[src/csp_map.vh]
// Purpose: constants for the configuration-space local access port
// Assumes: 32-bit word registers, 12-bit byte address, word index = addr[11:2]
// Notes: reset values and writable masks are modelled for a small register set
`ifndef CSP_MAP_VH
`define CSP_MAP_VH
`define CSP_AW 12
`define CSP_DW 32
`define CSP_IW 10
`define CSP_IDX_LSB 2
`define CSP_IDX_MSB 11
`define CSP_DEPTH 1024
`define CSP_ZERO32 32'h00000000
`define CSP_ONES32 32'hFFFFFFFF
// modelled register words (word index)
`define CSP_NREG 8
`define CSP_IDX_W 3
`define CSP_ST_IDLE 2'h0
`define CSP_ST_WAIT 2'h1
`define CSP_ST_ACK 2'h2
`define CSP_OP_RD 1'b0
`define CSP_OP_WR 1'b1
`endif

[src/csp_cfg_regs.v]
// Purpose: configuration-space word store shared by link requests and the local port
// Assumes: one access per cycle, chosen by the caller
// Notes: writable bits follow a per-word mask so both requesters see the same attributes
`include "csp_map.vh"
module csp_cfg_regs #(
  parameter NREG = `CSP_NREG,
  parameter IDXW = `CSP_IDX_W,
  parameter [NREG*32-1:0] WMASK = {NREG{`CSP_ONES32}},
  parameter [NREG*32-1:0] RSTVAL = {NREG{`CSP_ZERO32}}
) (
  // clock and reset
  input wire clk_i,
  input wire rst_n_i,
  // single access port
  input wire acc_en_i,
  input wire acc_wr_i,
  input wire [`CSP_IW-1:0] acc_idx_i,
  input wire [`CSP_DW-1:0] acc_wdata_i,
  output wire [`CSP_DW-1:0] acc_rdata_o
);
  reg [`CSP_DW-1:0] mem_ff [0:NREG-1];
  wire hit;
  assign hit = (acc_idx_i < NREG);
  // unmodelled words read as zero
  assign acc_rdata_o = hit ? mem_ff[acc_idx_i[IDXW-1:0]] : `CSP_ZERO32;
  genvar g;
  generate
    for (g = 0; g < NREG; g = g + 1) begin : g_word
      always @(posedge clk_i or negedge rst_n_i) begin
        if (!rst_n_i) begin
          mem_ff[g] <= RSTVAL[g*`CSP_DW +: `CSP_DW];
        end else if (acc_en_i && acc_wr_i && hit && acc_idx_i[IDXW-1:0] == g) begin
          // read-only bits keep their value
          mem_ff[g] <= (mem_ff[g] & ~WMASK[g*`CSP_DW +: `CSP_DW]) |
                       (acc_wdata_i & WMASK[g*`CSP_DW +: `CSP_DW]);
        end
      end
    end
  endgenerate
endmodule // csp_cfg_regs

[src/csp_local_port.v]
// Contract
// - port runs on the application clock, up to 250 MHz.
// - port address uses the configuration-space address map.
// - each read or write moves exactly one 32-bit word.
// - bit attributes are identical for port and link accesses.
// - a coinciding link configuration access wins over the port.
// - port writes wait until no link access is pending.
// - acknowledge returned once the held operation has executed.
// - port reads also wait until no link access is pending.
// - only local read and local write, request/acknowledge timing.
// - 12-bit address, two low bits ignored.
// - one acknowledge marks write done or read data valid.
// - writes change writable bits only; read-only bits remain.
//
// Purpose: local management port into the configuration-space registers
// Assumes: link-side requests arrive on the same clock from internal logic
// Notes: link requests are served the cycle they appear; port waits behind them
`include "csp_map.vh"
module csp_local_port #(
  parameter NREG = `CSP_NREG,
  parameter [NREG*32-1:0] WMASK = {NREG{`CSP_ONES32}},
  parameter [NREG*32-1:0] RSTVAL = {NREG{`CSP_ZERO32}}
) (
  // clock and reset
  input wire clk_i,
  input wire rst_n_i,
  // local port
  input wire port_rd_i,
  input wire port_wr_i,
  input wire [`CSP_AW-1:0] port_addr_i,
  input wire [`CSP_DW-1:0] port_wdata_i,
  output wire [`CSP_DW-1:0] port_rdata_o,
  output wire port_ack_o,
  // link-side configuration requests
  input wire link_req_i,
  input wire link_wr_i,
  input wire [`CSP_AW-1:0] link_addr_i,
  input wire [`CSP_DW-1:0] link_wdata_i,
  output wire [`CSP_DW-1:0] link_rdata_o,
  output wire link_ack_o
);
  ////////////////////////////////////////////////////////////////////////////
  // reset release
  reg rst_s1_ff;
  reg rst_s2_ff;
  always @(posedge clk_i or negedge rst_n_i) begin
    if (!rst_n_i) begin
      rst_s1_ff <= 1'b0;
      rst_s2_ff <= 1'b0;
    end else begin
      rst_s1_ff <= 1'b1;
      rst_s2_ff <= rst_s1_ff;
    end
  end
  wire rst_n;
  assign rst_n = rst_s2_ff;

  ////////////////////////////////////////////////////////////////////////////
  // word index shared by both requesters
  function [`CSP_IW-1:0] word_idx;
    input [`CSP_AW-1:0] a;
    begin
      word_idx = a[`CSP_IDX_MSB:`CSP_IDX_LSB];
    end
  endfunction

  // a strobe of either kind starts an operation
  function strobe_seen;
    input rd;
    input wr;
    begin
      strobe_seen = rd | wr;
    end
  endfunction

  ////////////////////////////////////////////////////////////////////////////
  // held port request
  reg [1:0] st_ff;
  reg [1:0] nxt_st;
  reg op_ff;
  reg [`CSP_IW-1:0] idx_ff;
  reg [`CSP_DW-1:0] wdata_ff;
  reg [`CSP_DW-1:0] rdata_ff;
  reg ack_ff;
  reg lack_ff;
  reg [`CSP_DW-1:0] lrdata_ff;

  // link wins any cycle it requests
  wire port_go;
  assign port_go = (st_ff == `CSP_ST_WAIT) && !link_req_i;

  wire acc_en;
  wire acc_wr;
  wire [`CSP_IW-1:0] acc_idx;
  wire [`CSP_DW-1:0] acc_wdata;
  wire [`CSP_DW-1:0] acc_rdata;
  assign acc_en = link_req_i | port_go;
  assign acc_wr = link_req_i ? link_wr_i : (op_ff == `CSP_OP_WR);
  assign acc_idx = link_req_i ? word_idx(link_addr_i) : idx_ff;
  assign acc_wdata = link_req_i ? link_wdata_i : wdata_ff;

  // single store keeps attributes identical for both requesters
  csp_cfg_regs #(
    .NREG(NREG),
    .IDXW(`CSP_IDX_W),
    .WMASK(WMASK),
    .RSTVAL(RSTVAL)
  ) u_regs (
    .clk_i(clk_i),
    .rst_n_i(rst_n),
    .acc_en_i(acc_en),
    .acc_wr_i(acc_wr),
    .acc_idx_i(acc_idx),
    .acc_wdata_i(acc_wdata),
    .acc_rdata_o(acc_rdata)
  );

  always @* begin
    nxt_st = st_ff;
    case (st_ff)
      `CSP_ST_IDLE: begin
        if (strobe_seen(port_rd_i, port_wr_i)) begin
          nxt_st = `CSP_ST_WAIT;
        end
      end
      `CSP_ST_WAIT: begin
        if (port_go) begin
          nxt_st = `CSP_ST_ACK;
        end
      end
      `CSP_ST_ACK: begin
        nxt_st = `CSP_ST_IDLE;
      end
      default: begin
        nxt_st = `CSP_ST_IDLE;
      end
    endcase
  end

  ////////////////////////////////////////////////////////////////////////////
  // next values of the held request and of both answers
  reg nxt_op;
  reg [`CSP_IW-1:0] nxt_idx;
  reg [`CSP_DW-1:0] nxt_wdata;
  reg nxt_ack;
  reg [`CSP_DW-1:0] nxt_rdata;
  reg nxt_lack;
  reg [`CSP_DW-1:0] nxt_lrdata;

  // capture the request so later input changes cannot disturb it
  always @* begin
    nxt_op = op_ff;
    nxt_idx = idx_ff;
    nxt_wdata = wdata_ff;
    if (st_ff == `CSP_ST_IDLE && strobe_seen(port_rd_i, port_wr_i)) begin
      nxt_op = port_wr_i ? `CSP_OP_WR : `CSP_OP_RD;
      nxt_idx = word_idx(port_addr_i);
      nxt_wdata = port_wdata_i;
    end
  end

  // a write leaves the last read word in place on the data output
  always @* begin
    nxt_ack = port_go;
    nxt_rdata = rdata_ff;
    if (port_go && op_ff == `CSP_OP_RD) begin
      nxt_rdata = acc_rdata;
    end
  end

  // link answers never wait, so they need no state of their own
  always @* begin
    nxt_lack = link_req_i;
    nxt_lrdata = lrdata_ff;
    if (link_req_i && !link_wr_i) begin
      nxt_lrdata = acc_rdata;
    end
  end

  ////////////////////////////////////////////////////////////////////////////
  // registers, all on the application clock
  always @(posedge clk_i or negedge rst_n) begin
    if (!rst_n) begin
      st_ff <= `CSP_ST_IDLE;
    end else begin
      st_ff <= nxt_st;
    end
  end

  always @(posedge clk_i or negedge rst_n) begin
    if (!rst_n) begin
      op_ff <= `CSP_OP_RD;
      idx_ff <= {`CSP_IW{1'b0}};
      wdata_ff <= `CSP_ZERO32;
    end else begin
      op_ff <= nxt_op;
      idx_ff <= nxt_idx;
      wdata_ff <= nxt_wdata;
    end
  end

  // outputs come straight from these flops
  always @(posedge clk_i or negedge rst_n) begin
    if (!rst_n) begin
      ack_ff <= 1'b0;
      rdata_ff <= `CSP_ZERO32;
    end else begin
      ack_ff <= nxt_ack;
      rdata_ff <= nxt_rdata;
    end
  end

  always @(posedge clk_i or negedge rst_n) begin
    if (!rst_n) begin
      lack_ff <= 1'b0;
      lrdata_ff <= `CSP_ZERO32;
    end else begin
      lack_ff <= nxt_lack;
      lrdata_ff <= nxt_lrdata;
    end
  end

  assign port_ack_o = ack_ff;
  assign port_rdata_o = rdata_ff;
  assign link_ack_o = lack_ff;
  assign link_rdata_o = lrdata_ff;
endmodule // csp_local_port

[config.mk]
export PLATFORM = sky130hd
export DESIGN_NAME = csp_local_port
export DESIGN_NICKNAME = d
export VERILOG_FILES = /design/src/csp_cfg_regs.v /design/src/csp_local_port.v
export VERILOG_INCLUDE_DIRS = /design/src
export SDC_FILE = /design/constraint.sdc
export NUM_CORES = 1
export LEC_CHECK = 0
export BUFFER_PORTS_ARGS = -buffer_cell sky130_fd_sc_hd__buf_4
export CORE_ASPECT_RATIO = 1.75
export CORE_MARGIN = 2
export CORE_UTILIZATION = 40
export DETAILED_ROUTE_END_ITERATION = 16
export PLACE_DENSITY = 0.69
export SLEW_MARGIN = 25
export SYNTH_ARGS = -nofsm -noshare
export SYNTH_HDL_FRONTEND = slang
export SYNTH_SLANG_ARGS = --single-unit
[constraint.sdc]
create_clock -name clk_i -period 17.15 [get_ports clk_i]
set_input_delay 5.145 -clock clk_i [delete_from_list [all_inputs] [get_ports clk_i]]
set_output_delay 5.145 -clock clk_i [all_outputs]
set_load 0.03 [all_outputs]
======== Yosys cells after proc, flatten, opt, wreduce, memory -nomap -nowiden ========
Index checks and enable logic that the tools add are counted.
cells by class
  mux-type cells .......................... 11
  magnitude comparators ................... 2
  equality and inequality tests ........... 10
  bitwise gates (word level) .............. 4
  reductions and logical operators ........ 19
operators with widths
  operator                                                                number
  32-bit two-way mux                                                      4
  32-bit binary-select mux with 3-bit select                              1
  1-bit logical AND                                                       14
  3-bit equality test (second input constant)                             4
  10-bit by 4-bit < comparator with 1-bit output (second input constant)  1
  10-bit two-way mux                                                      1
  3-bit by 2-bit equality test with 1-bit output (second input constant)  2
  4-bit greater-or-equal comparator (second input constant)               1
  2-bit two-way mux                                                       2
  2-bit != test (second input constant)                                   2
  3-bit inverter with 4-bit output                                        1
  2-bit case mux with 2 select lines                                      1
  3-bit by 1-bit equality test with 1-bit output (second input constant)  1
  3-bit zero test                                                         1
  2-bit by 1-bit equality test with 1-bit output (second input constant)  1
  1-bit zero test                                                         2
  2-bit zero test                                                         1
  1-bit two-way mux                                                       2
  1-bit bitwise OR                                                        2
  2-bit AND reduction                                                     1
  1-bit inverter                                                          1
word-level totals
  output and inout bits ................... 66
  word-level logic and storage cells ...... 64
  input port bits ......................... 94
  bits in registers ....................... 369

======== Depth between registers and ports, before layout ========
  depth after elaboration ................. 6
  depth in mapped cells ................... 8
  mapped depth without buffers ............ 5

======== Cells and area by module ========
A second synthesis with hierarchy kept.
second synthesis, totals
  cell total of the unflattened synthesis .. 1,115
  area total of the unflattened synthesis .. 17,154.0 um^2
by module, submodules not included
  module          times used  area each (um^2)  seq. area each (um^2)  cells an instance
  csp_cfg_regs    1           12,263.0          6,406.1                822
  csp_local_port  1           4,890.9           2,827.7                293

======== Least setup slack after synthesis ========
Ideal clock, no wire load.
  path kind ............................... input -> register
  start point ............................. input port link_addr_i[8]
  end point ............................... register u_regs.mem_ff[113] (netlist name)
  setup slack ............................. 10.299 ns
  library setup time ...................... 0.145 ns
  buffers on the path ..................... 1
  arrival ................................. 6.706 ns
  cell stages on the path ................. 5
  required time ........................... 17.005 ns
  cell sequence ........................... nor4_1 -> nand2_2 -> a2111oi_4 -> buf_2 -> a21oi_1
between the ends
  cells in the longest elaborated chain, start to end .. 4
ends and longest elaborated chain
  what                                            line                 source
  start, declared                                 csp_local_port.v:37  input wire [`CSP_AW-1:0] link_addr_i,
  10-bit two-way mux                              csp_local_port.v:99  assign acc_idx = link_req_i ? word_idx(link_addr_i) : idx_ff;
  10-bit by 4-bit < comparator with 1-bit output  csp_cfg_regs.v:23    assign hit = (acc_idx_i < NREG);
  1-bit logical AND (2 in a row)                  csp_cfg_regs.v:32    end else if (acc_en_i && acc_wr_i && hit && acc_idx_i[IDXW-1:0] == g) begin
  end signal, assigned by index                   csp_cfg_regs.v:31    mem_ff[g] <= RSTVAL[g*`CSP_DW +: `CSP_DW];
  end signal, assigned by index                   csp_cfg_regs.v:34    mem_ff[g] <= (mem_ff[g] & ~WMASK[g*`CSP_DW +: `CSP_DW]) |
  end, declared                                   csp_cfg_regs.v:21    reg [`CSP_DW-1:0] mem_ff [0:NREG-1];
Every way passes these cells.
A chain may end at the register's enable or synchronous reset.

======== Worst setup path in the final report ========
  start point ............................. input port link_req_i
  end point ............................... register u_regs.mem_ff[215] (netlist name)
between the ends
  cells in the longest elaborated chain, start to end .. 6
  elaborated cells on any way between the ends .. 11
  classes of those cells .................. order compare: 1; eq/ne: 1; mux: 3; bitwise: 1; reduce/logical: 5
ends and longest elaborated chain
  what                                                                                                    line                 source
  start, declared                                                                                         csp_local_port.v:35  input wire link_req_i,
  parallel branches: the longest is 6 deep, another holds 10-bit by 4-bit < comparator with 1-bit output  -
Several ways; the timed one is not identified.

==> metrics.md <==
| Metric | Value |
|---|---|
| GRT Util Overall | `20.3%` |
| Routed length per instance | `18.8 um` |
| Bufs and invs on worst path | `4` |
| Post-synth top flop | `dfrtp_1` |
| FF+latch count, synth | `369` |
| Die X | `155 um` |
| Crit. End Element | `register` |
| Setup tns final | `0 ns` |
| Pleak | `9.13 nW` |
| Cell count after placement | `2168` |
| DRT Wirelength | `41900 um` |
| Initial Util | `40.6%` |
| CTS Sinks | `369` |
| Post-CTS Setup Inserts | `0` |
| Yosys warning total | `0` |
| DP Area | `17500 sq um` |
| Layout cells sized above 1 | `17.7%` |
| FILL cells | `3592` |
| Cells resized by post-CTS repair | `0` |
| CTS tree | `built` |
| Cell Area, Synth | `16000 sq um` |
| Mapped Nets | `1700` |
| CP Launch Type | `input pin` |
| Fmax | `125 MHz` |
| Pins over their slew limit | `0` |
| DRC viols | `0` |
| R2r startpoint | `idx_ff[0]` |
| Slew margin rel. | `27.5%` |
| Worst IR Drop VDD | `0.0757 mV` |
| Row cnt | `96` |
| HPWL Detailed | `25700 um` |
| Hold WC Path Type | `register to asynchronous set/reset pin` |
| Period utilization | `46.5%` |
| Total die area | `41600 sq um` |
| Root buf cell | `clkbuf_16` |
| Mean Syn Cell Area | `9.94 sq um` |
| EDFF count, synth | `0` |
| Status | `completed` |
| H-Tree Depth | `2` |
| CP top delay family | `buffers and inverters` |
| Worst slew pin tran | `1.08 ns` |
| Max Buffers Root-to-Sink | `3` |
| CP Data Required Time | `17.53 ns` |
| Fin area | `18800 sq um` |
| Pre-antenna DRT Iters | `5` |
| Num CTS Buffers | `36` |
| Iteration-0 DRC Markers | `929` |
| CP Class | `input pin to register` |
| Global-route wire length before repair | `65800 um` |
| Detail-routed via count per cell | `5.38` |
| Worst EP arrival | `8.36 ns` |
| CORE AREA | `39300 sq um` |
| Final hold violations | `0` |
| Maxcap violations | `0` |
| Setup Skew | `0.0231 ns` |
| Hold Buf Count CTS | `0` |
| Routability Congestion | `0.795` |
| Most frequent CP cell | `buf_4` |
| Area growth syn-to-layout | `17.6%` |
| Clk_lat worst skew | `0.55 ns` |
| Final setup fails | `0` |
| Minimum clock period | `7.98 ns` |
| Initial antenna violation count | `0` |
| Cell count after synthesis | `1606` |
| Synth cell types | `40` |
| R2R cell count | `7` |
| DR vias | `12.0k` |
| Worst r2r dst | `port_rdata_o[27]` |
| Largest stage delay, worst path | `0.65 ns` |
| FFs w/ async S/R, synth | `100%` |
| CP cell instances | `buf_4 -> buf_4 -> mux2_2 -> buf_4 -> and3_1 -> nand3_2 -> buf_4 -> mux2i_1` |
| Nets | `1811` |
| ANT nets after route | `0` |
| Slowest cell on crit path | `buf_4` |
| Sequential fraction of the synthesis area | `57.8%` |
| PortBufs | `155` |
| RSZ-0062 raised after global routing | `false` |
| Grt ovf | `0` |
| CTS clk-pin slew, worst paths | `0.06 ns` |
| R2r setup slk | `13.79 ns` |
| Pin count of the biggest net entering global routing | `103` |
| Antenna diodes | `0` |
| Vias in the first global route | `12.2k` |
| PwrDens | `129 nW/um^2` |
| Final Non-Filler Cells | `2234` |
| Num ports | `160` |
| Die height | `268 um` |
| CP Max Fanout | `63` |
-- cells in the final DEF (no fill, tap or decap), types with 2 or more instances in the layout --
cell type | synthesis | routed
bufinv_16 | 0 | 6
o21ai_0 | 66 | 66
inv_1 | 67 | 67
o211ai_1 | 62 | 62
nand3b_1 | 2 | 2
mux2_2 | 46 | 46
and3_1 | 2 | 2
nand4_1 | 32 | 32
nor2_1 | 198 | 198
buf_4 | 13 | 176
clkbuf_8 | 0 | 6
inv_6 | 0 | 3
clkbuf_16 | 0 | 37
buf_6 | 6 | 3
a21oi_1 | 198 | 198
nand2_1 | 257 | 257
mux2i_1 | 98 | 97
dfrtp_1 | 369 | 368
clkinvlp_4 | 0 | 2
nor2b_1 | 3 | 3
a2111oi_4 | 6 | 6
nand3_1 | 64 | 62
nand2_2 | 2 | 2
or3_1 | 3 | 2
nand2b_1 | 3 | 2
nand3_2 | 0 | 2
clkinv_2 | 0 | 6
clkbuf_1 | 49 | 4
a31oi_1 | 2 | 2
nor4_1 | 3 | 3
-- how the worst max path moves through the flow --
stage	cells past startpoint	from	to	slack, ns
detailed placement	8	link_req_i	u_regs.mem_ff[215]	8.57
global placement	8	link_req_i	u_regs.mem_ff[223]	8.62
global route	8	link_req_i	u_regs.mem_ff[202]	9.02
finish	8	link_req_i	u_regs.mem_ff[215]	9.17
CTS	8	link_req_i	u_regs.mem_ff[215]	9.15
floorplan	0	rst_n	idx_ff[0]	6.10
-- metal layers --
layer  track usage (%)  share of wire [%]  wire length [um]  vias to the layer above
li1                  -                  -                 -                     5663
met1              23.1                 38             15900                     5979
met2              37.4                 54             22500                      289
met3              2.89                4.2              1740                       85
met4              9.18                4.3              1800                        0
met5                 0                  0                 0                        -
-- cell usage after synthesis (all sizes together) (3+ instances only) --
cell       n  area share [%]
mux2i     98             6.1
nand3     64             2.0
nand4     32             1.3
dfrtp    369              58
o211ai    62             2.9
inv       67             1.6
buf       58             2.2
nor4       3            0.12
a21oi    199             6.3
clkbuf    49             1.2
mux2      46             3.2
nand2    259             6.1
nand2b     3            0.12
or3        3            0.12
nor2b      3            0.12
a2111oi    6             1.0
o21ai     66             2.1
nor2     198             4.7
-- stage by stage --
| step | hold slack, ns | utilization, % | total power [mW] | worst slack, ns |
|---|---|---|---|---|
| 3_3_place_gp | 0.337 | 44.4 | 1.57 | 8.62 |
| 5_1_grt | 0.334 | 47.8 | 2.54 | 9.02 |
| 3_5_place_dp | 0.338 | 44.4 | 1.59 | 8.57 |
| 4_1_cts | 0.353 | 47.7 | 2.45 | 9.15 |
| 2_1_floorplan | 0.331 | - | 1.40 | 6.10 |
| 6_report | 0.291 | 47.8 | 2.43 | 9.17 |
-- registers in the layout, indices dropped and copies added, names as in the netlist --
name,count
idx_ff,10
u_regs.mem_ff,256
link_rdata_o,32
rst_s1_ff,1
port_rdata_o,32
rst_n,1
link_ack_o,1
op_ff,1
wdata_ff,32
st_ff,2
port_ack_o,1
-- layout make-up --
cell class	instances	area, sq um	area share (%)
inverters	67	251	1.34
clock buffers	47	1020	5.45
multi-input cells	1063	6010	32.0
flip-flops and latches	369	9240	49.2
repair buffers	180	1380	7.36
clock inverters	18	260	1.39
well taps	490	613	3.27
-- power by group --
part,total (mW),leakage [nW],switching [mW],internal [mW]
Combinational,0.532,3.79,0.353,0.179
Sequential,1.04,4.70,0.0611,0.975
Clock,0.861,0.630,0.346,0.515
Total,2.43,9.13,0.760,1.67
-- logic make-up after synthesis --
group	share of synthesized area, %
AND/OR/NAND/NOR	15.0
multiplexers	9.39
other	0.0235
buffers and inverters	4.98
flip-flops	57.8
AO/OA/AOI/OAI	12.8
(Power assumes the default switching activity.)
